**config.mk**
```make
export PLATFORM = sky130hd
export DESIGN_NAME = power_path_mode_control
export DESIGN_NICKNAME = d
export VERILOG_FILES = /design/src/pkg/power_path_pkg.sv /design/src/pkg/status_if.sv /design/src/rtl/power_path_mode_control.sv /design/src/rtl/input_qualifier.sv
export SDC_FILE = /design/constraint.sdc
export NUM_CORES = 1
export LEC_CHECK = 0
export ABC_AREA = 1
export BUFFER_PORTS_ARGS = -buffer_cell sky130_fd_sc_hd__buf_2
export CORE_MARGIN = 4
export CORE_UTILIZATION = 54
export DETAILED_ROUTE_END_ITERATION = 10
export GPL_TIMING_DRIVEN = 0
export PLACE_DENSITY = 0.83
export SLEW_MARGIN = 40
export SYNTH_ARGS = -nofsm -noshare
export SYNTH_HDL_FRONTEND = slang
export SYNTH_SLANG_ARGS = --single-unit
```
**constraint.sdc**
```tcl
create_clock -name clk_in -period 1.9 [get_ports clk_in]
set_input_delay 0.285 -clock clk_in [delete_from_list [all_inputs] [get_ports clk_in]]
set_output_delay 0.285 -clock clk_in [all_outputs]
set_load 0.01 [all_outputs]
```
**src/pkg/power_path_pkg.sv**
```systemverilog
// Package: mode codes, field widths, reset defaults and timing for the power path
package power_path_pkg;

  // ********************************
  // Mode encodings
  // ********************************
  localparam logic [3:0] MODE_OFF        = 4'h0;
  localparam logic [3:0] MODE_BUCK       = 4'h4;
  localparam logic [3:0] MODE_BUCK_CHG   = 4'h5;
  localparam logic [3:0] MODE_BOOST      = 4'h8;
  localparam logic [3:0] MODE_OTG_A      = 4'ha;
  localparam logic [3:0] MODE_BOOST_C    = 4'hc;
  localparam logic [3:0] MODE_BOOST_D    = 4'hd;
  localparam logic [3:0] MODE_OTG_E      = 4'he;
  localparam logic [3:0] MODE_OTG_F      = 4'hf;

  // ********************************
  // Field widths
  // ********************************
  localparam int BYP_SET_W  = 7;
  localparam int HV_ILIM_W  = 7;
  localparam int LV_ILIM_W  = 6;
  localparam int VREG_SEL_W = 2;
  localparam int DTLS_W     = 4;
  localparam int DTLS_VREG_BIT = 3;

  // ********************************
  // Reset defaults (buck, 500 mA)
  // ********************************
  localparam logic [3:0]           MODE_RST    = MODE_BUCK;
  localparam logic [HV_ILIM_W-1:0] HV_ILIM_RST = 7'h0f;
  localparam logic [LV_ILIM_W-1:0] LV_ILIM_RST = 6'h0f;

  // ********************************
  // Target selector codes and timing
  // ********************************
  localparam logic [1:0] TGT_OFF    = 2'h0;
  localparam logic [1:0] TGT_SETTING = 2'h1;
  localparam logic [1:0] TGT_OTG    = 2'h2;
  localparam logic [1:0] TGT_INPUT  = 2'h3;

  localparam int CLK_PERIOD_PS   = 5000;
  localparam int QUAL_TIME_NS    = 100;
  localparam int QUAL_CYCLES     =
    (QUAL_TIME_NS * 1000 + CLK_PERIOD_PS - 1) / CLK_PERIOD_PS;

endpackage

```
**src/pkg/status_if.sv**
```systemverilog
// Interface: status bits shared between the qualifier and the top
`timescale 1ns/1ps
interface status_if;
  logic valid;
  logic changed;
  logic [power_path_pkg::DTLS_W-1:0] detail;
  modport src  (output valid, output changed, output detail);
  modport sink (input  valid, input  changed, input  detail);
endinterface

```
**src/rtl/power_path_mode_control.sv**
```systemverilog
// Mode and supervision logic for a dual-input charger power path
//
// Functional notes
// - Boost-only mode regulates bypass node to the programmed bypass target.
// - Any on-the-go mode regulates bypass node to fixed 5.1V target.
// - Off or buck with valid high input: sense switch fully on.
// - Off with no valid high input: bypass tied to system via resistor.
// - Buck, charger disabled: system at battery regulation, battery switch open.
// - Buck-charge not charging: system at battery regulation, switch open.
// - Buck-charge charging: switch linear below minimum system, else closed.
// - Overloaded input lets battery supplement system just below battery.
// - Supplement closes switch per gauge sample; reopens below current threshold.
// - Every boost or on-the-go mode keeps battery switch closed.
// - High input valid only above UVLO, below OVLO, above system.
// - Validity change raises masked interrupt; validity and detail readable.
// - High input limit is 7 bits, low input limit 6 bits.
// - Reset defaults start buck, cap system, limit current 500mA.
// - Global shutdown returns every control bit to its default.
// - Input current reduced to hold each input at chosen target.
// - Current at cutoff and voltage still low turns sense switch off.
// - Input regulation activation raises bypass irq, clears good, sets detail.
// - Battery removed and system undervolted: discharge battery and system.
// - System first for energy; surplus to charger or bypass.
`timescale 1ns/1ps
module power_path_mode_control
  import power_path_pkg::*;
#(
  parameter int FILT_CYCLES = QUAL_CYCLES
) (
  input  wire logic                  clk_in,
  input  wire logic                  rst_n_in,
  input  wire logic                  global_shutdown_in,
  // Host settings
  input  wire logic                  cfg_write_in,
  input  wire logic [3:0]            mode_in,
  input  wire logic [BYP_SET_W-1:0]  bypass_voltage_target_in,
  input  wire logic [HV_ILIM_W-1:0]  hv_input_current_limit_in,
  input  wire logic [LV_ILIM_W-1:0]  lv_input_current_limit_in,
  input  wire logic [VREG_SEL_W-1:0] hv_input_voltage_target_in,
  input  wire logic [VREG_SEL_W-1:0] lv_input_voltage_target_in,
  input  wire logic                  hv_input_irq_mask_in,
  input  wire logic                  irq_read_in,
  // Comparator and analog status (asynchronous)
  input  wire logic                  hv_above_uvlo_in,
  input  wire logic                  hv_below_ovlo_in,
  input  wire logic                  hv_above_sys_in,
  input  wire logic                  lv_above_uvlo_in,
  input  wire logic                  lv_below_ovlo_in,
  input  wire logic                  lv_above_sys_in,
  input  wire logic                  charging_in,
  input  wire logic                  battery_node_below_minsys_in,
  input  wire logic                  input_overload_in,
  input  wire logic                  gauge_sample_in,
  input  wire logic                  gauge_continuous_in,
  input  wire logic                  battery_node_current_low_in,
  input  wire logic                  input_below_vreg_in,
  input  wire logic                  input_at_cutoff_in,
  input  wire logic                  battery_present_in,
  input  wire logic                  sys_below_uvlo_in,
  // Power-stage controls
  output logic [1:0]                 bypass_target_sel_out,
  output logic [BYP_SET_W-1:0]       bypass_voltage_target_out,
  output logic                       hv_input_sense_switch_out,
  output logic                       bypass_weak_tie_out,
  output logic                       sys_at_battery_node_reg_out,
  output logic                       battery_isolation_switch_out,
  output logic                       battery_switch_linear_out,
  output logic                       supplement_active_out,
  output logic                       buck_enable_out,
  output logic                       boost_enable_out,
  output logic [HV_ILIM_W-1:0]       hv_input_current_limit_out,
  output logic [LV_ILIM_W-1:0]       lv_input_current_limit_out,
  output logic [VREG_SEL_W-1:0]      hv_input_voltage_target_out,
  output logic [VREG_SEL_W-1:0]      lv_input_voltage_target_out,
  output logic                       input_vreg_active_out,
  output logic                       discharge_out,
  // Status
  output logic                       hv_input_valid_flag_out,
  output logic [DTLS_W-1:0]          hv_input_detail_status_out,
  output logic                       lv_input_valid_flag_out,
  output logic                       hv_input_status_irq_out,
  output logic                       bypass_node_irq_out,
  output logic                       bypass_node_good_flag_out,
  output logic [DTLS_W-1:0]          bypass_node_detail_status_out
);

  if (FILT_CYCLES < 1 || FILT_CYCLES > 255) begin : g_filt_range
    $error("power_path_mode_control: FILT_CYCLES out of range");
  end

  // ********************************
  // Mode decode helpers
  // ********************************
  function automatic logic is_otg(input logic [3:0] m);
    return (m == MODE_OTG_A) || (m == MODE_OTG_E) || (m == MODE_OTG_F);
  endfunction

  function automatic logic is_boost(input logic [3:0] m);
    return (m == MODE_BOOST) || (m == MODE_BOOST_C) ||
           (m == MODE_BOOST_D) || is_otg(m);
  endfunction

  function automatic logic is_buck(input logic [3:0] m);
    return (m == MODE_BUCK) || (m == MODE_BUCK_CHG);
  endfunction

  // ********************************
  // Input qualification
  // ********************************
  status_if hv_stat ();
  status_if lv_stat ();

  input_qualifier #(.FILT_CYCLES(FILT_CYCLES)) u_hv_qual (
    .clk_in        (clk_in),
    .rst_n_in      (rst_n_in),
    .above_uvlo_in (hv_above_uvlo_in),
    .below_ovlo_in (hv_below_ovlo_in),
    .above_sys_in  (hv_above_sys_in),
    .stat          (hv_stat.src)
  );

  input_qualifier #(.FILT_CYCLES(FILT_CYCLES)) u_lv_qual (
    .clk_in        (clk_in),
    .rst_n_in      (rst_n_in),
    .above_uvlo_in (lv_above_uvlo_in),
    .below_ovlo_in (lv_below_ovlo_in),
    .above_sys_in  (lv_above_sys_in),
    .stat          (lv_stat.src)
  );

  // ********************************
  // State
  // ********************************
  typedef struct packed {
    logic [9:0]            s1;
    logic [9:0]            s2;
    logic [3:0]            mode;
    logic [BYP_SET_W-1:0]  byp_set;
    logic [HV_ILIM_W-1:0]  hv_ilim;
    logic [LV_ILIM_W-1:0]  lv_ilim;
    logic [VREG_SEL_W-1:0] hv_vreg;
    logic [VREG_SEL_W-1:0] lv_vreg;
    logic                  mask;
    logic                  hv_irq;
    logic                  byp_irq;
    logic                  vreg_act;
    logic                  sense_off;
    logic                  battery_isolation_switch_close;
    logic                  sample_hold;
  } st_s;

  st_s st_r;
  st_s st_nxt;

  // Synchronised analog flags
  logic chg_s, below_min_s, overload_s, sample_s, cont_s, ilow_s;
  logic below_vreg_s, cutoff_s, bat_pres_s, sys_uv_s;
  logic vreg_now, supplement;

  assign {chg_s, below_min_s, overload_s, sample_s, cont_s, ilow_s,
          below_vreg_s, cutoff_s, bat_pres_s, sys_uv_s} = st_r.s2;

  assign vreg_now   = below_vreg_s;
  assign supplement = overload_s && !is_boost(st_r.mode);

  // ********************************
  // Next state
  // ********************************
  always_comb begin
    st_nxt    = st_r;
    st_nxt.s1 = {charging_in, battery_node_below_minsys_in, input_overload_in,
                 gauge_sample_in, gauge_continuous_in, battery_node_current_low_in,
                 input_below_vreg_in, input_at_cutoff_in,
                 battery_present_in, sys_below_uvlo_in};
    st_nxt.s2 = st_r.s1;
    if (cfg_write_in) begin
      st_nxt.mode    = mode_in;
      st_nxt.byp_set = bypass_voltage_target_in;
      st_nxt.hv_ilim = hv_input_current_limit_in;
      st_nxt.lv_ilim = lv_input_current_limit_in;
      st_nxt.hv_vreg = hv_input_voltage_target_in;
      st_nxt.lv_vreg = lv_input_voltage_target_in;
      st_nxt.mask    = hv_input_irq_mask_in;
    end
    // Read clears; a simultaneous event still sets
    if (irq_read_in) begin
      st_nxt.hv_irq  = 1'b0;
      st_nxt.byp_irq = 1'b0;
    end
    if (hv_stat.changed) begin
      st_nxt.hv_irq = 1'b1;
    end
    st_nxt.vreg_act = vreg_now;
    if (vreg_now && !st_r.vreg_act) begin
      st_nxt.byp_irq = 1'b1;
    end
    // Cutoff latch releases once the input recovers or goes invalid
    if (cutoff_s && below_vreg_s) begin
      st_nxt.sense_off = 1'b1;
    end else if (!below_vreg_s || !hv_stat.valid) begin
      st_nxt.sense_off = 1'b0;
    end
    // Gauge sampling during supplement
    if (!supplement) begin
      st_nxt.sample_hold = 1'b0;
    end else if (sample_s) begin
      st_nxt.sample_hold = 1'b1;
    end else if (!cont_s || ilow_s) begin
      st_nxt.sample_hold = 1'b0;
    end
    if (cont_s && ilow_s) begin
      st_nxt.sample_hold = 1'b0;
    end
    st_nxt.battery_isolation_switch_close = 1'b0;
    if (is_boost(st_r.mode)) begin
      st_nxt.battery_isolation_switch_close = 1'b1;
    end else if (st_r.mode == MODE_BUCK_CHG && chg_s && !below_min_s) begin
      st_nxt.battery_isolation_switch_close = 1'b1;
    end else if (supplement) begin
      st_nxt.battery_isolation_switch_close = st_nxt.sample_hold;
    end
  end

  always_ff @(posedge clk_in) begin
    if (!rst_n_in || global_shutdown_in) begin
      st_r         <= '0;
      st_r.mode    <= MODE_RST;
      st_r.hv_ilim <= HV_ILIM_RST;
      st_r.lv_ilim <= LV_ILIM_RST;
    end else begin
      st_r <= st_nxt;
    end
  end

  // ********************************
  // Power-stage outputs
  // ********************************
  always_comb begin
    bypass_target_sel_out = TGT_OFF;
    if (st_r.mode == MODE_BOOST) begin
      bypass_target_sel_out = TGT_SETTING;
    end else if (is_otg(st_r.mode)) begin
      bypass_target_sel_out = TGT_OTG;
    end else if (hv_stat.valid) begin
      bypass_target_sel_out = TGT_INPUT;
    end
  end

  assign bypass_voltage_target_out = st_r.byp_set;
  assign hv_input_sense_switch_out = (st_r.mode == MODE_OFF ||
    is_buck(st_r.mode)) && hv_stat.valid && !st_r.sense_off;
  assign bypass_weak_tie_out = (st_r.mode == MODE_OFF) &&
                               !hv_stat.valid;
  assign sys_at_battery_node_reg_out = (st_r.mode == MODE_BUCK) ||
    (st_r.mode == MODE_BUCK_CHG && !chg_s);
  assign battery_isolation_switch_out = st_r.battery_isolation_switch_close;
  assign battery_switch_linear_out = (st_r.mode == MODE_BUCK_CHG) &&
    chg_s && below_min_s && !supplement;
  assign supplement_active_out = supplement;
  // System is served first; the converter direction decides where surplus goes
  assign buck_enable_out  = is_buck(st_r.mode);
  assign boost_enable_out = is_boost(st_r.mode);
  assign hv_input_current_limit_out  = st_r.hv_ilim;
  assign lv_input_current_limit_out  = st_r.lv_ilim;
  assign hv_input_voltage_target_out = st_r.hv_vreg;
  assign lv_input_voltage_target_out = st_r.lv_vreg;
  assign input_vreg_active_out = st_r.vreg_act;
  assign discharge_out = !bat_pres_s && sys_uv_s;

  // ********************************
  // Status outputs
  // ********************************
  assign hv_input_valid_flag_out    = hv_stat.valid;
  assign hv_input_detail_status_out = hv_stat.detail;
  assign lv_input_valid_flag_out    = lv_stat.valid;
  assign hv_input_status_irq_out    = st_r.hv_irq && !st_r.mask;
  assign bypass_node_irq_out        = st_r.byp_irq;
  assign bypass_node_good_flag_out  = !st_r.vreg_act;
  assign bypass_node_detail_status_out =
    {st_r.vreg_act, {(DTLS_W-1){1'b0}}};
endmodule

```
**src/rtl/input_qualifier.sv**
```systemverilog
// Input qualifier: synchronises comparator results and judges input validity
`timescale 1ns/1ps
module input_qualifier
  import power_path_pkg::*;
#(
  parameter int FILT_CYCLES = QUAL_CYCLES
) (
  input  wire logic clk_in,
  input  wire logic rst_n_in,
  input  wire logic above_uvlo_in,
  input  wire logic below_ovlo_in,
  input  wire logic above_sys_in,
  status_if.src     stat
);

  if (FILT_CYCLES < 1 || FILT_CYCLES > 255) begin : g_filt_range
    $error("input_qualifier: FILT_CYCLES out of range");
  end

  typedef struct packed {
    logic [2:0] s1;
    logic [2:0] s2;
    logic [7:0] cnt;
    logic       valid;
    logic       changed;
  } q_s;

  q_s q_r;
  q_s q_nxt;
  logic raw_ok;

  // ********************************
  // Validity with a short stability filter
  // ********************************
  assign raw_ok = &q_r.s2;

  always_comb begin
    q_nxt         = q_r;
    q_nxt.s1      = {above_uvlo_in, below_ovlo_in, above_sys_in};
    q_nxt.s2      = q_r.s1;
    q_nxt.changed = 1'b0;
    if (raw_ok == q_r.valid) begin
      q_nxt.cnt = 8'h00;
    end else if (q_r.cnt >= 8'(FILT_CYCLES - 1)) begin
      q_nxt.cnt     = 8'h00;
      q_nxt.valid   = raw_ok;
      q_nxt.changed = 1'b1;
    end else begin
      q_nxt.cnt = q_r.cnt + 8'h01;
    end
  end

  always_ff @(posedge clk_in) begin
    if (!rst_n_in) begin
      q_r <= '0;
    end else begin
      q_r <= q_nxt;
    end
  end

  assign stat.valid   = q_r.valid;
  assign stat.changed = q_r.changed;
  assign stat.detail  = {1'b0, q_r.s2};
endmodule

```
==> results of run 1 <==
==> placed cells by master (no fill, tap or decap), types with 2 or more instances in the layout <==
cell,count
xor2_1,4
inv_1,58
a21oi_1,24
a21oi_4,2
clkbuf_8,10
nand3_1,19
dfxtp_1,86
buf_2,100
xnor2_1,2
buf_4,36
nor2_2,3
nor2_1,54
clkinv_2,5
conb_1,10
nand2_1,83
o21ai_0,4
inv_2,3
ha_1,2
==> power by group through the flow <==
stage	combinational, W	sequential [W]	clock (W)
6_report	0.000284	0.00188	0.00120
5_1_grt	0.000319	0.00189	0.00132
4_1_cts	0.000285	0.00188	0.00124
3_5_place_dp	0.000284	0.00192	0
3_3_place_gp	0.000278	0.00192	0
2_1_floorplan	0.000177	0.00192	0
==> metrics by stage <==
stage	worst slack, ps	hold slack [ps]	instance area [sq um]
2_1_floorplan	655	383	3270
3_3_place_gp	593	392	3820
3_5_place_dp	564	398	3820
4_1_cts	168	105	4010
5_1_grt	50.5	110	4010
6_report	188	124	4010
==> synth_stat cells (all sizes together) <==
cell / n
nor2: 57
buf: 45
a21oi: 27
nand4: 1
xnor2: 2
clkinv: 1
o21ai: 5
inv: 61
nand2: 85
conb: 1
xor2: 4
nand3: 21
o32ai: 1
ha: 2
dfxtp: 86
==> cell type report <==
type                            count  area [sq um]
Clock inverter                      5          50.0
Sequential cell                    86          1720
Buffer                             45           322
Timing Repair Buffer               92           460
Tap cell                           72          90.1
Multi-Input combinational cell    215           997
Fill cell                         455          1660
Inverter                           62           234
Clock buffer                       10           138
==> path summary, 6_finish.rpt <==
path                          from                       end  slack (ps)  depth (start not counted)
setup / recovery          st_r[33]  bypass_target_sel_out[1]         190                          5
hold / removal    lv_above_uvlo_in       u_lv_qual.q_nxt[12]         120                          3
setup reg to reg  u_hv_qual.q_r[2]          u_hv_qual.q_r[3]         680                          6
hold reg to reg         st_nxt[41]                  sample_s         410                          2
==> critical path: cells and delay by family, from the launching register on <==
kind / cells / cell delay [ps]
AOI/OAI and AO/OA: 2 / 330
buffers and inverters: 2 / 270
DFF: 1 / 390
and+or+nand+nor: 1 / 100
==> cell families after synthesis <==
kind of cell,after synthesis
compound gates,33
simple gates,164
flops,86
other cells,1
buf+inv,107
xor+xnor,6
fa+ha+maj,2
==> registers in the layout, indices dropped and copies added, names as in the netlist, 2 cells and up <==
register                     flops
u_hv_qual.q_nxt                  3
u_lv_qual.stat.detail            3
u_hv_qual.stat.detail            3
bypass_voltage_target_out        7
u_hv_qual.q_r                    8
st_r                             9
lv_input_current_limit_out       6
lv_input_voltage_target_out      2
hv_input_current_limit_out       7
u_lv_qual.q_r                    8
hv_input_voltage_target_out      2
st_nxt                          10
u_lv_qual.q_nxt                  3
==> layer usage <==
metal / vias to the layer above / routed length (microns) / GRT usage (%)
li1: 1373 / - / -
met1: 1101 / 2690 / 21.0
met2: 78 / 2760 / 28.6
met3: 8 / 476 / 4.76
met4: 0 / 89 / 9.21
met5: - / 0 / 0
==> flow_metrics.env, run 1 <==
export IMPL_cts_resized=0
export IMPL_htreeDepth=3
export IMPL_period_needed_ps=1710
export IMPL_synth_compound_gate_area_share_pct=6.25
export IMPL_antenna_found_initial=0
export IMPL_gp_congestion=0.791
export IMPL_areaGrowthSynthToFinish_pct=23.8
export IMPL_max_cap_violations=0
export IMPL_wl_per_cell_microns=10.3
export IMPL_yosysTopAreaCellShare_pct=53.1
export IMPL_ir_drop_mv=0.643
export IMPL_syn_area_sq_mm=0.00324
export IMPL_cp_arrival_ps=1430
export IMPL_die_h_microns=85.5
export IMPL_cts_buffer_depth=2
export IMPL_placedCellCount=572
export IMPL_syn_avg_cell_area_sq_um=8.12
export IMPL_grtUsageTotal_pct=17.5
export IMPL_max_clock_freq_mhz=584
export IMPL_synth_xor_area_share_pct=1.62
export IMPL_firstDrtPassIters=4
export IMPL_finalHoldViolCount=0
export IMPL_postCtsHoldBufs=0
export IMPL_cp_cell_sequence="inv_1, a21oi_4, nand2_1, a21oi_1, buf_2"
export IMPL_wl_microns=6020
export IMPL_drc=0
export IMPL_internal_power_w=0.00262
export IMPL_grt_pass1_wl_microns=10100
export IMPL_overflow=0
export IMPL_num_vias=2560
export IMPL_pwr_share_seq_pct=55.9
export IMPL_nets=563
export IMPL_synth_cells=399
export IMPL_clk_latency_ps=340
export IMPL_switching_share_pct=22.2
export IMPL_core_area_sq_mm=0.00568
export IMPL_grt_pass1_vias=2367
export IMPL_grt_max_degree=14
export IMPL_critical_path_class="register to output port"
export IMPL_port_buffers=92
export IMPL_ys_seq_area_share_pct=53.1
export IMPL_die_x_microns=85.5
export IMPL_cts_sinks=86
export IMPL_critPathMaxStageDelay_ps=390
export IMPL_cp_required_ps=1620
export IMPL_cts_inserted_buffers=9
export IMPL_setup_violations=0
export IMPL_avgViaCountPerCell=4.36
export IMPL_post_route_period_util_pct=90.1
export IMPL_clkPwrFrac_pct=35.6
export IMPL_antenna_left=0
export IMPL_synth_top_family_by_area="simple AND/OR/NAND/NOR gates"
export IMPL_rsz0062_at_grt="false"
export IMPL_power_switching_w=0.000745
export IMPL_critPathLaunchType="register"
export IMPL_drive_gt1_share_pct=32.4
export IMPL_synth_area_top_cells="dfxtp_1 53%, nand2_1 9.6%, buf_4 8.3%"
export IMPL_fin_util_pct=70.7
export IMPL_cp_slowest_cell="dfxtp_1"
export IMPL_finalClockSkew_ps=9.43
export IMPL_synth_seq_cells=86
export IMPL_start_util_pct=57.1
export IMPL_critPathCaptureType="output port"
export IMPL_slew_viol_final=0
export IMPL_synth_simple_area_share_pct=21.0
export IMPL_synthMuxAreaShare_pct=0
export IMPL_power_frac_comb_pct=8.4
export IMPL_finalPower_w=0.00336
export IMPL_dr_first_iter_drc_count=126
export IMPL_post_cts_setup_buffers=0
export IMPL_synthAdderAreaFrac_pct=0.772
export IMPL_p_leak_nw=2.08
export IMPL_cts_tree="built"
export IMPL_cts_root_buf="clkbuf_8"
export IMPL_cts_clk_slew_worst_paths_ps=80
export IMPL_status="completed"
export IMPL_crit_fanout=4
export IMPL_place_hpwl_microns=4640
export IMPL_tns_ps=0
export IMPL_dieArea_sq_mm=0.00730
export IMPL_yosys_area_top_type="dfxtp_1"
export IMPL_p_per_area_mw_per_mm2=838
export IMPL_diodes=0
export IMPL_final_cells=587
export IMPL_rows=27
export IMPL_hold_class="input port to register"
export IMPL_ys_warn_count=0
export IMPL_yosysUniqueCellTypes=26
export IMPL_pin_count=99
No activity file was read; power rests on OpenSTA's default activity.
==> inputs of run 2 (changes only) <==
--- a/config.mk
+++ b/config.mk
@@ -8,11 +8,12 @@
 export ABC_AREA = 1
 export BUFFER_PORTS_ARGS = -buffer_cell sky130_fd_sc_hd__buf_2
 export CORE_MARGIN = 4
-export CORE_UTILIZATION = 54
+export CORE_UTILIZATION = 55
 export DETAILED_ROUTE_END_ITERATION = 10
 export GPL_TIMING_DRIVEN = 0
-export PLACE_DENSITY = 0.83
+export PLACE_DENSITY = 0.84
 export SLEW_MARGIN = 40
 export SYNTH_ARGS = -nofsm -noshare
 export SYNTH_HDL_FRONTEND = slang
+export SYNTH_HIERARCHICAL = 1
 export SYNTH_SLANG_ARGS = --single-unit
==> run 2 against run 1 <==
Net effect: die area increased by 0.55%; global-route usage is 0.54 points higher; clock power increased by 4%; sequential share of layout area shrank 1.0 points; sequential power hardly changed; synthesized cell count increased by 2.0%; worst hold slack improved by 15 ps; total power grew 1.7%; via count is 3.7% higher; combinational power grew 2%; routed wire length grew 5.1%.
==> flow_metrics.env, run 2 <==
export IMPL_fin_area_sq_mm=0.00411
export IMPL_post_cts_setup_buffers=0
export IMPL_grt_pass1_vias=2501
export IMPL_cts_tree="built"
export IMPL_layout_common_cells="100 x buf_2, 90 x nand2_1, 86 x dfxtp_1"
export IMPL_post_route_period_util_pct=86.5
export IMPL_tns_ps=0
export IMPL_syn_avg_cell_area_sq_um=8.16
export IMPL_place_ws_ps=604
export IMPL_fin_ws_ps=257
export IMPL_cts_sinks=86
export IMPL_firstDrtPassIters=4
export IMPL_htreeDepth=3
export IMPL_diodes=0
export IMPL_max_clock_freq_mhz=608
export IMPL_cp_required_ps=1620
export IMPL_hold_class="input port to register"
export IMPL_avgViaCountPerCell=4.43
export IMPL_power_switching_w=0.000746
export IMPL_crit_fanout=5
export IMPL_overflow=0
export IMPL_dr_first_iter_drc_count=69
export IMPL_ys_warn_count=6
export IMPL_critPathCaptureType="output port"
export IMPL_grt_max_degree=14
export IMPL_max_cap_violations=0
export IMPL_status="completed"
export IMPL_grtUsageTotal_pct=18.1
export IMPL_gp_congestion=0.765
export IMPL_drive_gt1_share_pct=36.8
export IMPL_cts_buffer_depth=2
export IMPL_port_buffers=94
export IMPL_r2r_setup_slack_ps=740
export IMPL_pwr_share_seq_pct=55.0
export IMPL_areaGrowthSynthToFinish_pct=23.9
export IMPL_slew_viol_final=0
export IMPL_nets=571
export IMPL_wl_per_cell_microns=10.6
export IMPL_internal_power_w=0.00267
export IMPL_cts_root_buf="clkbuf_8"
export IMPL_cts_clk_slew_worst_paths_ps=80
export IMPL_critical_path_class="register to output port"
export IMPL_wl_microns=6330
export IMPL_finalHoldViolCount=0
export IMPL_pin_count=99
export IMPL_drc=0
export IMPL_cts_inserted_buffers=9
export IMPL_synth_cells=407
export IMPL_dieArea_sq_mm=0.00734
export IMPL_largest_register_ffs=10
export IMPL_clkPwrFrac_pct=36.5
export IMPL_die_x_microns=85.7
export IMPL_rows=28
export IMPL_placedInstanceArea_sq_mm=0.00391
export IMPL_syn_area_sq_mm=0.00332
export IMPL_clk_latency_ps=330
export IMPL_cts_resized=0
export IMPL_antenna_found_initial=0
export IMPL_cp_arrival_ps=1360
export IMPL_fin_util_pct=69.9
export IMPL_layout_commonest_cell="buf_2"
export IMPL_critPathLaunchType="register"
export IMPL_rsz0062_at_grt="false"
export IMPL_p_per_area_mw_per_mm2=831
export IMPL_p_leak_nw=2.10
export IMPL_antenna_left=0
export IMPL_start_util_pct=56.4
export IMPL_place_hpwl_microns=4850
export IMPL_core_area_sq_mm=0.00589
export IMPL_setup_violations=0
export IMPL_power_frac_comb_pct=8.5
export IMPL_ir_drop_mv=0.512
export IMPL_period_needed_ps=1640
export IMPL_postCtsHoldBufs=0
export IMPL_grt_pass1_wl_microns=10600
export IMPL_num_vias=2654
export IMPL_switching_share_pct=21.8
export IMPL_die_h_microns=85.7
export IMPL_finalClockSkew_ps=7.96
-- run 2: worst paths after layout --
path,from,end,cells after the start
min reg2reg,st_nxt[37],cutoff_s,2
max,st_r[34],bypass_target_sel_out[0],6
min,lv_above_sys_in,u_lv_qual/q_nxt[10],3
max reg2reg,u_hv_qual/q_r[2],u_hv_qual/stat.valid,7
-- run 2: metrics by stage --
step	hold WS [ps]	total power (W)	std cells
after global routing	123	0.00359	599
after detailed placement	397	0.00221	583
after floorplan	387	0.00210	414
final	140	0.00342	599
after CTS	123	0.00346	599
after global placement	394	0.00220	583
-- run 2: routing by layer --
metal | up-vias | GRT usage, % | share of wire, %
met4 | 0 | 8.78 | 2.3
met1 | 1170 | 20.0 | 40
li1 | 1398 | - | -
met5 | - | 0 | 0
met3 | 16 | 3.46 | 6.2
met2 | 70 | 32.9 | 52
-- run 2: final cells by class --
| cell class | instances | area (sq um) |
|---|---|---|
| repair buffers | 94 | 470 |
| plain buffers | 45 | 338 |
| multi-input cells | 222 | 1060 |
| well taps | 75 | 93.8 |
| clock inverters | 3 | 42.5 |
| clock buffers | 13 | 159 |
| flip-flops and latches | 86 | 1720 |
| fillers | 470 | 1770 |
| inverters | 61 | 229 |
-- run 2: power by group through the flow --
stage / logic [W] / clock network (W) / registers [W]
global placement: 0.000284 / 0 / 0.00192
CTS: 0.000293 / 0.00129 / 0.00188
finish: 0.000290 / 0.00125 / 0.00188
detailed placement: 0.000292 / 0 / 0.00192
floorplan: 0.000181 / 0 / 0.00192
global route: 0.000328 / 0.00138 / 0.00189
-- run 2: critical path: stages (launching register included) --
cell,delay [ps]
dfxtp_1,330
inv_1,100
a21oi_4,190
nand2_1,100
nand2_1,60
o21ai_0,80
buf_2,160
